### config.mk
export PLATFORM = sky130hd
export DESIGN_NAME = snrd_top
export DESIGN_NICKNAME = d
export VERILOG_FILES = /design/src/verilog/snrd_sync.v /design/src/verilog/snrd_top.v
export VERILOG_INCLUDE_DIRS = /design/src /design/src/verilog
export SDC_FILE = /design/constraint.sdc
export NUM_CORES = 1
export LEC_CHECK = 0
export ABC_AREA = 1
export BUFFER_PORTS_ARGS = -buffer_cell sky130_fd_sc_hd__buf_2
export CAP_MARGIN = 20
export CORE_MARGIN = 3
export CORE_UTILIZATION = 55
export CTS_CLUSTER_DIAMETER = 120
export CTS_CLUSTER_SIZE = 10
export DETAILED_ROUTE_END_ITERATION = 8
export PLACE_DENSITY = 0.74
export SYNTH_ARGS = -nofsm -noshare
export SYNTH_HDL_FRONTEND = slang
export SYNTH_HIERARCHICAL = 1
export SYNTH_SLANG_ARGS = --single-unit
### constraint.sdc
create_clock -name clk -period 4.6 [get_ports clk]
set_clock_uncertainty 0.1 [all_clocks]
set_input_delay 1.15 -clock clk [delete_from_list [all_inputs] [get_ports clk]]
set_output_delay 1.15 -clock clk [all_outputs]
set_load 0.02 [all_outputs]
### src/verilog/snrd_consts.vh
/*
 * constants for the serial nand multi-lane fast read engine: opcodes,
 * field widths, pre-data clock counts per opcode and read mode, buffer size.
 * assumes inclusion by bare name from the design and simulation files.
 */
`ifndef SNRD_CONSTS_VH
`define SNRD_CONSTS_VH

// ****************************************************************
// opcodes
// ****************************************************************
`define SNRD_OP_QOUT4      8'h6C
`define SNRD_OP_DIO        8'hBB
`define SNRD_OP_DIO4       8'hBC
`define SNRD_OP_QIO        8'hEB
`define SNRD_OP_QIO4       8'hEC

// ****************************************************************
// geometry and field sizes
// ****************************************************************
`define SNRD_CMD_BITS      4'h8
`define SNRD_COL_BITS      5'h10
`define SNRD_BUF_BYTES     2176
`define SNRD_COL_W         12
`define SNRD_PAGE_W        17

// ****************************************************************
// address plus dummy clocks before data, buffer mode (b1) / sequential (b0)
// ****************************************************************
`define SNRD_PRE_QOUT4_B1  6'h28
`define SNRD_PRE_QOUT4_B0  6'h28
`define SNRD_PRE_DIO_B1    6'h0C
`define SNRD_PRE_DIO_B0    6'h10
`define SNRD_PRE_DIO4_B1   6'h10
`define SNRD_PRE_DIO4_B0   6'h14
`define SNRD_PRE_QIO_B1    6'h08
`define SNRD_PRE_QIO_B0    6'h0A
`define SNRD_PRE_QIO4_B1   6'h0A
`define SNRD_PRE_QIO4_B0   6'h0C

`endif

### src/verilog/snrd_sync.v
/*
 * two flip-flop synchroniser for a group of asynchronous levels.
 * assumes each bit is an independent level; no bus coherency is kept.
 */
`timescale 1ns/1ns

module snrd_sync #(
   parameter W = 6
) (
   input  wire         clk,    // core clock
   input  wire         srst,   // synchronous reset, high
   input  wire [W-1:0] d,      // asynchronous levels
   output reg  [W-1:0] q       // synchronised levels
);

   reg [W-1:0] meta_ff;        // first stage, read only by q

   // ****************************************************************
   // two stages; first stage feeds nothing but the second
   // ****************************************************************
   always @(posedge clk) begin
      if (srst) begin
         meta_ff <= {W{1'b0}};
         q       <= {W{1'b0}};
      end else begin
         meta_ff <= d;
         q       <= meta_ff;
      end
   end

endmodule // snrd_sync

### src/verilog/snrd_top.v
/*
 * serial nand fast read engine for opcodes 6Ch, BBh, BCh, EBh, ECh.
 * decodes the opcode, takes the column over 1/2/4 lanes, counts dummy
 * clocks and streams buffer bytes out over 2 or 4 lanes.
 * assumes: spi pins are asynchronous and sampled at 100 MHz (sck much
 * slower); the data buffer answers buf_rd_data one clk after the address;
 * buf_mode, wp_en and page_sel are quasi-static levels on clk.
 */
// Behaviour
// - opcode 6Ch returns data on all four lanes at once.
// - in buffer mode output starts at the host column and runs to the last buffer byte.
// - in buffer mode the lanes float once the last byte has been shifted out.
// - in sequential mode the column is ignored and output starts at byte zero.
// - in sequential mode the end of the buffer rolls on to byte zero of the next page.
// - dual i/o reads take column and dummy two bits a clock and return data on lanes zero and one.
// - quad i/o reads take column and dummy on four lanes and return data on four lanes.
// - with write protect enabled, 6Ch, EBh and ECh are not executed.
// - each byte leaves msb first, changing on the falling sck edge.
// - the read pointer advances by one after each byte with no new command.
`timescale 1ns/1ns
`include "snrd_consts.vh"

module snrd_top #(
   parameter BUF_BYTES = `SNRD_BUF_BYTES,
   parameter COL_W     = `SNRD_COL_W,
   parameter PAGE_W    = `SNRD_PAGE_W
) (
   input  wire              clk,          // core clock, 100 MHz
   input  wire              srst,         // synchronous reset, high
   input  wire              spi_sck,      // serial clock from host
   input  wire              spi_cs_n,     // chip select, low active
   input  wire [3:0]        io_in,        // lane levels seen on the pins
   output reg  [3:0]        io_out,       // lane drive values
   output reg  [3:0]        io_oe,        // lane drive enables, high drives
   input  wire              buf_mode,     // read mode select, 1 buffer 0 sequential
   input  wire              wp_en,        // write protect enable
   input  wire [PAGE_W-1:0] page_sel,     // page now held in the buffer
   output reg  [COL_W-1:0]  buf_rd_col,   // buffer read column
   output reg  [PAGE_W-1:0] buf_rd_page,  // page of the byte being fetched
   input  wire [7:0]        buf_rd_data,  // buffer data, one clk after address
   output reg               busy          // a read is in its data phase
);

   // ****************************************************************
   // states
   // ****************************************************************
   localparam ST_IDLE = 3'h0;
   localparam ST_CMD  = 3'h1;
   localparam ST_PRE  = 3'h2;
   localparam ST_DATA = 3'h3;
   localparam ST_DONE = 3'h4;

   // ****************************************************************
   // decode helpers
   // ****************************************************************
   function op_known;
      input [7:0] op;
      begin
         op_known = (op == `SNRD_OP_QOUT4) || (op == `SNRD_OP_DIO) || (op == `SNRD_OP_DIO4) ||
                    (op == `SNRD_OP_QIO) || (op == `SNRD_OP_QIO4);
      end
   endfunction

   function op_quad;
      input [7:0] op;
      begin
         op_quad = (op == `SNRD_OP_QOUT4) || (op == `SNRD_OP_QIO) || (op == `SNRD_OP_QIO4);
      end
   endfunction

   // lanes carrying column and dummy bits
   function [2:0] addr_lanes;
      input [7:0] op;
      begin
         case (op)
            `SNRD_OP_DIO, `SNRD_OP_DIO4: addr_lanes = 3'h2;
            `SNRD_OP_QIO, `SNRD_OP_QIO4: addr_lanes = 3'h4;
            default: addr_lanes = 3'h1;
         endcase
      end
   endfunction

   function [5:0] pre_clks;
      input [7:0] op;
      input       bm;
      begin
         case (op)
            `SNRD_OP_QOUT4: pre_clks = bm ? `SNRD_PRE_QOUT4_B1 : `SNRD_PRE_QOUT4_B0;
            `SNRD_OP_DIO:   pre_clks = bm ? `SNRD_PRE_DIO_B1   : `SNRD_PRE_DIO_B0;
            `SNRD_OP_DIO4:  pre_clks = bm ? `SNRD_PRE_DIO4_B1  : `SNRD_PRE_DIO4_B0;
            `SNRD_OP_QIO:   pre_clks = bm ? `SNRD_PRE_QIO_B1   : `SNRD_PRE_QIO_B0;
            default:        pre_clks = bm ? `SNRD_PRE_QIO4_B1  : `SNRD_PRE_QIO4_B0;
         endcase
      end
   endfunction

   // shift lane bits into the column register, lane with highest index is msb
   function [15:0] shift_in;
      input [15:0] sr;
      input [3:0]  io;
      input [2:0]  lanes;
      begin
         case (lanes)
            3'h2:    shift_in = {sr[13:0], io[1:0]};
            3'h4:    shift_in = {sr[11:0], io[3:0]};
            default: shift_in = {sr[14:0], io[0]};
         endcase
      end
   endfunction

   // top bits of a byte placed on the lanes
   function [3:0] chunk;
      input [7:0] b;
      input       quad;
      begin
         chunk = quad ? b[7:4] : {2'h0, b[7:6]};
      end
   endfunction

   function [7:0] shift_out;
      input [7:0] b;
      input       quad;
      begin
         shift_out = quad ? {b[3:0], 4'h0} : {b[5:0], 2'h0};
      end
   endfunction

   // ****************************************************************
   // pin sampling and sck edge detection
   // ****************************************************************
   wire [5:0] pin_s;
   wire       sck_s  = pin_s[5];
   wire       cs_n_s = pin_s[4];
   wire [3:0] io_s   = pin_s[3:0];
   reg        sck_d_ff;

   snrd_sync #(.W(6)) u_sync (
      .clk  (clk),
      .srst (srst),
      .d    ({spi_sck, spi_cs_n, io_in}),
      .q    (pin_s)
   );

   wire sck_rise = sck_s & ~sck_d_ff;
   wire sck_fall = ~sck_s & sck_d_ff;

   // ****************************************************************
   // engine state
   // ****************************************************************
   reg [2:0]  state_ff;
   reg [7:0]  op_ff;
   reg [5:0]  cnt_ff;             // clocks seen in the current phase
   reg [15:0] col_sr_ff;          // incoming column bits
   reg [7:0]  byte_sr_ff;         // byte being shifted out
   reg [3:0]  bits_left_ff;       // bits of byte_sr_ff still to send
   reg [7:0]  fetch_ff;           // prefetched next byte
   reg [1:0]  pend_ff;            // fetch pipeline
   reg        end_ff;             // last buffer byte already loaded

   wire [7:0] nxt_op    = {op_ff[6:0], io_s[0]};
   wire       quad_data = op_quad(op_ff);
   wire [2:0] alanes    = addr_lanes(op_ff);
   wire       last_col  = (buf_rd_col == BUF_BYTES[COL_W-1:0] - 1'b1);

   // ****************************************************************
   // prefetch: capture buffer data two clks after a new address settles
   // ****************************************************************
   always @(posedge clk) begin
      if (srst) begin
         pend_ff  <= 2'h0;
         fetch_ff <= 8'h00;
      end else begin
         pend_ff <= {pend_ff[0], 1'b0};
         if (pend_ff[1])
            fetch_ff <= buf_rd_data;
         if (state_ff == ST_PRE && sck_rise && cnt_ff == pre_clks(op_ff, buf_mode) - 1'b1)
            pend_ff[0] <= 1'b1;
         else if (state_ff == ST_DATA && sck_fall && bits_left_ff == 4'h0 && !end_ff)
            pend_ff[0] <= 1'b1;
      end
   end

   // ****************************************************************
   // main sequencer; chip select high aborts any phase at once
   // ****************************************************************
   always @(posedge clk) begin
      if (srst) begin
         sck_d_ff     <= 1'b0;
         state_ff     <= ST_IDLE;
         op_ff        <= 8'h00;
         cnt_ff       <= 6'h00;
         col_sr_ff    <= 16'h0000;
         byte_sr_ff   <= 8'h00;
         bits_left_ff <= 4'h0;
         end_ff       <= 1'b0;
         io_out       <= 4'h0;
         io_oe        <= 4'h0;
         buf_rd_col   <= {COL_W{1'b0}};
         buf_rd_page  <= {PAGE_W{1'b0}};
         busy         <= 1'b0;
      end else begin
         sck_d_ff <= sck_s;
         if (cs_n_s) begin
            state_ff <= ST_IDLE;
            io_oe    <= 4'h0;
            busy     <= 1'b0;
         end else begin
            case (state_ff)
               ST_IDLE: begin
                  state_ff <= ST_CMD;
                  cnt_ff   <= 6'h00;
                  end_ff   <= 1'b0;
                  if (sck_rise) begin                      // first opcode bit on this edge
                     op_ff  <= nxt_op;
                     cnt_ff <= 6'h01;
                  end
               end
               ST_CMD: begin
                  if (sck_rise) begin
                     op_ff  <= nxt_op;
                     cnt_ff <= cnt_ff + 6'h01;
                     if (cnt_ff == {2'h0, `SNRD_CMD_BITS} - 6'h01) begin
                        cnt_ff <= 6'h00;
                        // unknown or write protected opcodes sit out the frame
                        if (!op_known(nxt_op) || (wp_en && op_quad(nxt_op)))
                           state_ff <= ST_DONE;
                        else
                           state_ff <= ST_PRE;
                     end
                  end
               end
               ST_PRE: begin
                  if (sck_rise) begin
                     cnt_ff <= cnt_ff + 6'h01;
                     // only the first 16 bits form the column; the rest are dummy
                     if ({3'h0, cnt_ff} * {6'h0, alanes} < {4'h0, `SNRD_COL_BITS})
                        col_sr_ff <= shift_in(col_sr_ff, io_s, alanes);
                     if (cnt_ff == pre_clks(op_ff, buf_mode) - 1'b1) begin
                        state_ff     <= ST_DATA;
                        busy         <= 1'b1;
                        bits_left_ff <= 4'h0;
                        buf_rd_page  <= page_sel;
                        if (buf_mode)
                           buf_rd_col <= col_sr_ff[COL_W-1:0];
                        else
                           buf_rd_col <= {COL_W{1'b0}};
                     end
                  end
               end
               ST_DATA: begin
                  if (sck_fall) begin
                     if (bits_left_ff == 4'h0) begin
                        if (end_ff) begin
                           io_oe    <= 4'h0;
                           state_ff <= ST_DONE;
                           busy     <= 1'b0;
                        end else begin
                           io_out       <= chunk(fetch_ff, quad_data);
                           io_oe        <= quad_data ? 4'hF : 4'h3;
                           byte_sr_ff   <= shift_out(fetch_ff, quad_data);
                           bits_left_ff <= quad_data ? 4'h4 : 4'h6;
                           // advance pointer for the next prefetch
                           if (last_col) begin
                              if (buf_mode)
                                 end_ff <= 1'b1;
                              else begin
                                 buf_rd_col  <= {COL_W{1'b0}};
                                 buf_rd_page <= buf_rd_page + 1'b1;
                              end
                           end else
                              buf_rd_col <= buf_rd_col + 1'b1;
                        end
                     end else begin
                        io_out       <= chunk(byte_sr_ff, quad_data);
                        byte_sr_ff   <= shift_out(byte_sr_ff, quad_data);
                        bits_left_ff <= bits_left_ff - (quad_data ? 4'h4 : 4'h2);
                     end
                  end
               end
               ST_DONE: begin
                  io_oe <= 4'h0;
                  busy  <= 1'b0;
               end
               default: state_ff <= ST_IDLE;
            endcase
         end
      end
   end

endmodule // snrd_top

==> flow_summary.toml, run 1 <==
[logic_synthesis]
synthDistinctLibCells = 47
ys_seq_area_share_pct = 33.51
ys_ff_latch = 98
synth_warnings = 6
synth_nets = 915
syn_area_per_cell_sq_um = 6.799
syn_area_sq_mm = 0.005854
synthCells = 861

[worst_setup_path]
crit_path_start_kind = "flip-flop"
cp_max_fo = 24
path_class = "reg -> reg"
endpoint_kind = "flip-flop"
ff2ff_path_depth = 15
cp.arrival_ns = 4.11
required_ns = 4.80

[floorplanning]
die_h_um = 109.2
ios = 73
die_w_um = 109.2
row_count = 37
core-area_sq_mm = 0.01032
initial_core_util_pct = 56.71
fp.dieArea_sq_mm = 0.01192

[power]
p_per_area_mw_per_mm2 = 371.7
leakage_uw = 0.002935
ir_worst_vdd_mv = 0.2687

[global_routing]
grt_pass1_vias = 5129
grt_pass1_wl_um = 23270
grt_use_total_pct = 24.21
antenna_found_initial = 0
grt_start_max_net_pins = 46
overflow = 0

[final_layout]
layout_common_cells = "163 x nand2_1, 119 x nor2_1, 110 x inv_1"
nNetsFinal = 970
diodes = 0
finish.utilization_pct = 62.15
fillers = 1037
final_cell_area_sq_mm = 0.006416
layout-drive-gt1-share_pct = 14.66
area_growth_pct = 9.596
stdcell_count = 1057
mostFrequentLayoutCell = "nand2_1"

[place]
dp_cells = 1041
io_buffers = 72
gp_congestion = 0.9529
place_area_sq_mm = 0.006240
place_worst_setup_slack_ns = 0.7952
hpwl_um = 10330

[clock_tree]
cts_hold_buffers = 0
ctsResizeCount = 0
postCtsSetupBuffers = 0
clock_path_buffers = 2
cts_made_buffers = 9
clock_latency_ns = 0.38
clock_sinks = 98
clock_tree.root_cell = "clkbuf_8"
htree_num_levels = 3
cts_tree = "done"
clk_pin_slew_ns = 0.09

[timing]
max_slew_margin_pct = 50.77
fmax_mhz = 255.7
fin_setup_tns_ns = 0
fin_crit_sh_pct = 85.02
fin_crit_ns = 3.911
tightest_slew_ns = 0.7376
setup_ws_ns = 0.6892
setup_viol = 0
rsz0062_at_grt = "false"
hold_violations = 0
maxSlewViolCount = 0

[run]
cap_violations = 0

[min_path]
holdPathStages = 2
hold_class = "reg -> reg"

[routing]
drt_first_pass_iters = 6
wire_per_inst_um = 13.31
wirelength_um = 14070
vias_per_cell = 5.373
via_count = 5679
drt_iter0_markers = 579
drcViolationCount = 0
ant_nets = 0

[status]
outcome = "finished clean"
-- power by group --
part,internal (uW),switching (uW)
clock,200,312
combinational,260,557
sequential,950,106
-- registers in the layout, indices dropped and copies added, names as in the netlist --
register,cells
cnt_ff,6
io_oe,2
byte_sr_ff,6
op_ff,8
buf_rd_col,12
fetch_ff,8
bits_left_ff,3
col_sr_ff,12
u_sync/meta_ff,6
busy,1
buf_rd_page,17
state_ff,3
end_ff,1
sck_d_ff,1
io_out,4
u_sync/q,6
pend_ff,2
-- per-stage QoR --
stage	hold slack [ns]	total power [uW]
after floorplan	0.2883	1697
after global placement	0.2922	1856
after detailed placement	0.2984	1880
after CTS	0.3084	2398
after global routing	0.3150	2553
final	0.3047	2385
-- worst max-delay path, stage by stage (launching register included) --
cell     delay (ns)
dfxtp_1        0.40
nand2_1        0.10
nor2_1         0.28
o21ai_1        0.25
ha_1           0.32
nor2_1         0.24
nand2_1        0.11
fa_1           0.51
inv_1          0.04
ha_1           0.27
nor4_1         0.20
and3_1         0.18
nand2_1        0.05
inv_1          0.47
o21ai_0        0.16
a21oi_1        0.14
-- per-layer routing --
metal | routed length (um) | global-route usage, % | vias to the layer above
met2 | 6571 | 40.35 | 173
li1 | - | - | 2910
met1 | 6549 | 32.10 | 2575
met5 | 0 | 0 | -
met4 | 224 | 8.727 | 0
met3 | 727 | 3.197 | 21
-- area by class of cell --
class	count	area (sq um)	share of cell area, %
Tap cell	136	170.2	2.652
Multi-Input combinational cell	603	3234	50.41
Timing Repair Buffer	76	390.4	6.084
Sequential cell	98	1962	30.58
Clock buffer	9	123.9	1.931
Inverter	128	483.0	7.527
Clock inverter	7	52.55	0.8190
-- cells by family after synthesis --
| group | count (synthesis) | share of synthesized area [%] |
|---|---|---|
| buffers and inverters | 160 | 11.24 |
| adder cells (fa/ha/maj) | 19 | 4.702 |
| AND/OR/NAND/NOR | 395 | 30.26 |
| AO/OA/AOI/OAI | 158 | 15.41 |
| multiplexers | 11 | 1.881 |
| XOR/XNOR | 20 | 2.992 |
| flip-flops | 98 | 33.51 |
-- cell usage after synthesis (all sizes together) --
cell,count,area (sq um)
a211oi,12,90.09
a21oi,46,230.2
a221oi,1,8.760
a31oi,5,31.28
a32o,1,10.01
and3,1,6.260
and3b,1,8.760
buf,15,111.4
clkbuf,17,63.81
clkinv,4,15.01
dfxtp,98,1962
fa,5,100.1
ha,14,175.2
inv,124,468.0
mux2i,11,110.1
nand2,172,673.2
nand3,46,252.8
nand4,22,143.9
nor2,131,541.8
nor3,16,107.6
nor4,5,31.28
o211ai,5,37.54
o21a,3,22.52
o21ai,66,334.1
o21bai,3,22.52
o22ai,9,56.30
o31ai,2,15.01
o32ai,5,43.79
or2,1,6.260
xnor2,4,35.03
xor2,16,140.1
-- worst paths after layout --
check | from | end | slack [ns]
max | op_ff[5] | col_sr_ff[0] | 0.69
min | u_sync/meta_ff[0] | u_sync/q[0] | 0.30
max reg2reg | op_ff[5] | col_sr_ff[0] | 0.69
min reg2reg | u_sync/meta_ff[0] | u_sync/q[0] | 0.30
Power figures use the tool's default switching activity.
==> inputs of run 2 (changes only) <==
Settings changed: CORE_UTILIZATION 55 to 59, PLACE_DENSITY 0.74 to default, PLACE_DENSITY_LB_ADDON from default to 0.25.
==> run 2 against run 1 <==
- combinational power hardly changed
- first-iteration DRC count is 26% lower
- final area is 0.35% higher
- global-route usage is 1.1 points higher
- worst hold slack worse by 0.0016 ns
- non-clock buffer count stayed put
- maximum frequency is 0.19% higher
- largest power group unchanged
==> flow_summary.toml, run 2 (synthesized netlist as in run 1, its figures left out) <==
[final_layout]
fillers = 846
diodes = 0
layout_common_cells = "163 x nand2_1, 119 x nor2_1, 110 x inv_1"
mostFrequentLayoutCell = "nand2_1"
nNetsFinal = 970
top_regs = "buf_rd_page x17, buf_rd_col x12, col_sr_ff x12"
finish.utilization_pct = 68.07
largest_reg_flops = 17
layout-drive-gt1-share_pct = 14.66
largest-register = "buf_rd_page"
area_growth_pct = 9.981

[place]
place_worst_setup_slack_ns = 0.7723
hpwl_um = 10300
io_buffers = 72
gp_congestion = 0.9227

[power]
leakage_uw = 0.002941
ir_worst_vdd_mv = 0.2279
p_per_area_mw_per_mm2 = 382.4
p_total_uw = 2462

[global_routing]
grt_pass1_wl_um = 23580
antenna_found_initial = 0
grt_pass1_vias = 5200
grt_start_max_net_pins = 46
overflow = 0
grt_use_total_pct = 25.31

[timing]
max_slew_margin_pct = 51.80
maxSlewViolCount = 0
setup_viol = 0
rsz0062_at_grt = "false"
hold_violations = 0
hold_ws_ns = 0.3030
fmax_mhz = 256.2
fin_setup_tns_ns = 0
tightest_slew_ns = 0.7223
setup_ws_ns = 0.6965
fin_crit_sh_pct = 84.86
fin_crit_ns = 3.904

[worst_setup_path]
endpoint_kind = "flip-flop"
rrSetupSlack_ns = 0.70
cp.arrival_ns = 4.09
required_ns = 4.79
critPathSlowestCell = "fa_1"
cp_top_family = "simple AND/OR/NAND/NOR gates"
crit_path_start_kind = "flip-flop"
max_stage_delay_ns = 0.52
cp_num_buf_inv = 2
cp_max_fo = 24
crit_chain = "nand2_1 > nor2_1 > o21ai_1 > ha_1 > nor2_1 > nand2_1 > fa_1 > inv_1 > ha_1 > nor4_1 > and3_1 > nand2_1 > inv_1 > nor2_1 > a211oi_1"
path_class = "reg -> reg"

[clock_tree]
clock_path_buffers = 2
cts_hold_buffers = 0
ctsResizeCount = 0
cts_made_buffers = 9
clock_tree.root_cell = "clkbuf_8"
htree_num_levels = 3
clock_sinks = 98
clock_latency_ns = 0.38
cts_tree = "done"
postCtsSetupBuffers = 0
clk_pin_slew_ns = 0.10

[floorplanning]
row_count = 35
die_w_um = 105.6
initial_core_util_pct = 61.89
ios = 73
fp.dieArea_sq_mm = 0.01115
core-area_sq_mm = 0.009459
die_h_um = 105.6

[routing]
wire_per_inst_um = 13.29
ant_nets = 0
drcViolationCount = 0
vias_per_cell = 5.447
drt_first_pass_iters = 7
wirelength_um = 13960
via_count = 5719
drt_iter0_markers = 430

[run]
cap_violations = 0

[status]
outcome = "finished clean"

[min_path]
hold_class = "reg -> reg"
[run 2: cell type report]
cell class              instances  area (sq um)  area share [%]
well taps                     129         161.4           2.507
inverters                     128         483.0           7.501
multi-input cells             603          3234           50.23
clock inverters                 7         83.83           1.302
repair buffers                 76         390.4           6.063
clock buffers                   9         123.9           1.924
flip-flops and latches         98          1962           30.47
[run 2: worst min-delay path, cell delays in order (launching register included)]
cell and delay, ns:
dfxtp_1 0.31, inv_1 0.04, nor2_1 0.03
[run 2: final timing paths]
path                          start      endpoint  cells after the start
setup / recovery           op_ff[6]  col_sr_ff[2]                     15
hold / removal    u_sync/meta_ff[4]   u_sync/q[4]                      2
setup reg to reg           op_ff[6]  col_sr_ff[2]                     15
hold reg to reg   u_sync/meta_ff[4]   u_sync/q[4]                      2
[run 2: routing by layer]
| layer | track usage, % | part of all wire [%] | routed length, um | up-vias |
|---|---|---|---|---|
| li1 | - | - | - | 2912 |
| met1 | 34.31 | 46 | 6419 | 2597 |
| met2 | 41.53 | 46 | 6470 | 193 |
| met3 | 4.409 | 6.2 | 863 | 17 |
| met4 | 7.216 | 1.4 | 201 | 0 |
| met5 | 0 | 0 | 0 | - |
[run 2: power breakdown]
part           internal, uW  switching, uW
Combinational           260            558
Sequential              950            104
Clock                   261            329
Total                  1470            991
[run 2: metrics by stage]
stage / std cells / cell area [sq um]
after global routing: 1050 / 6439
after CTS: 1050 / 6439
after detailed placement: 1034 / 6231
after global placement: 1034 / 6231
after floorplan: 861 / 5854
final: 1050 / 6439
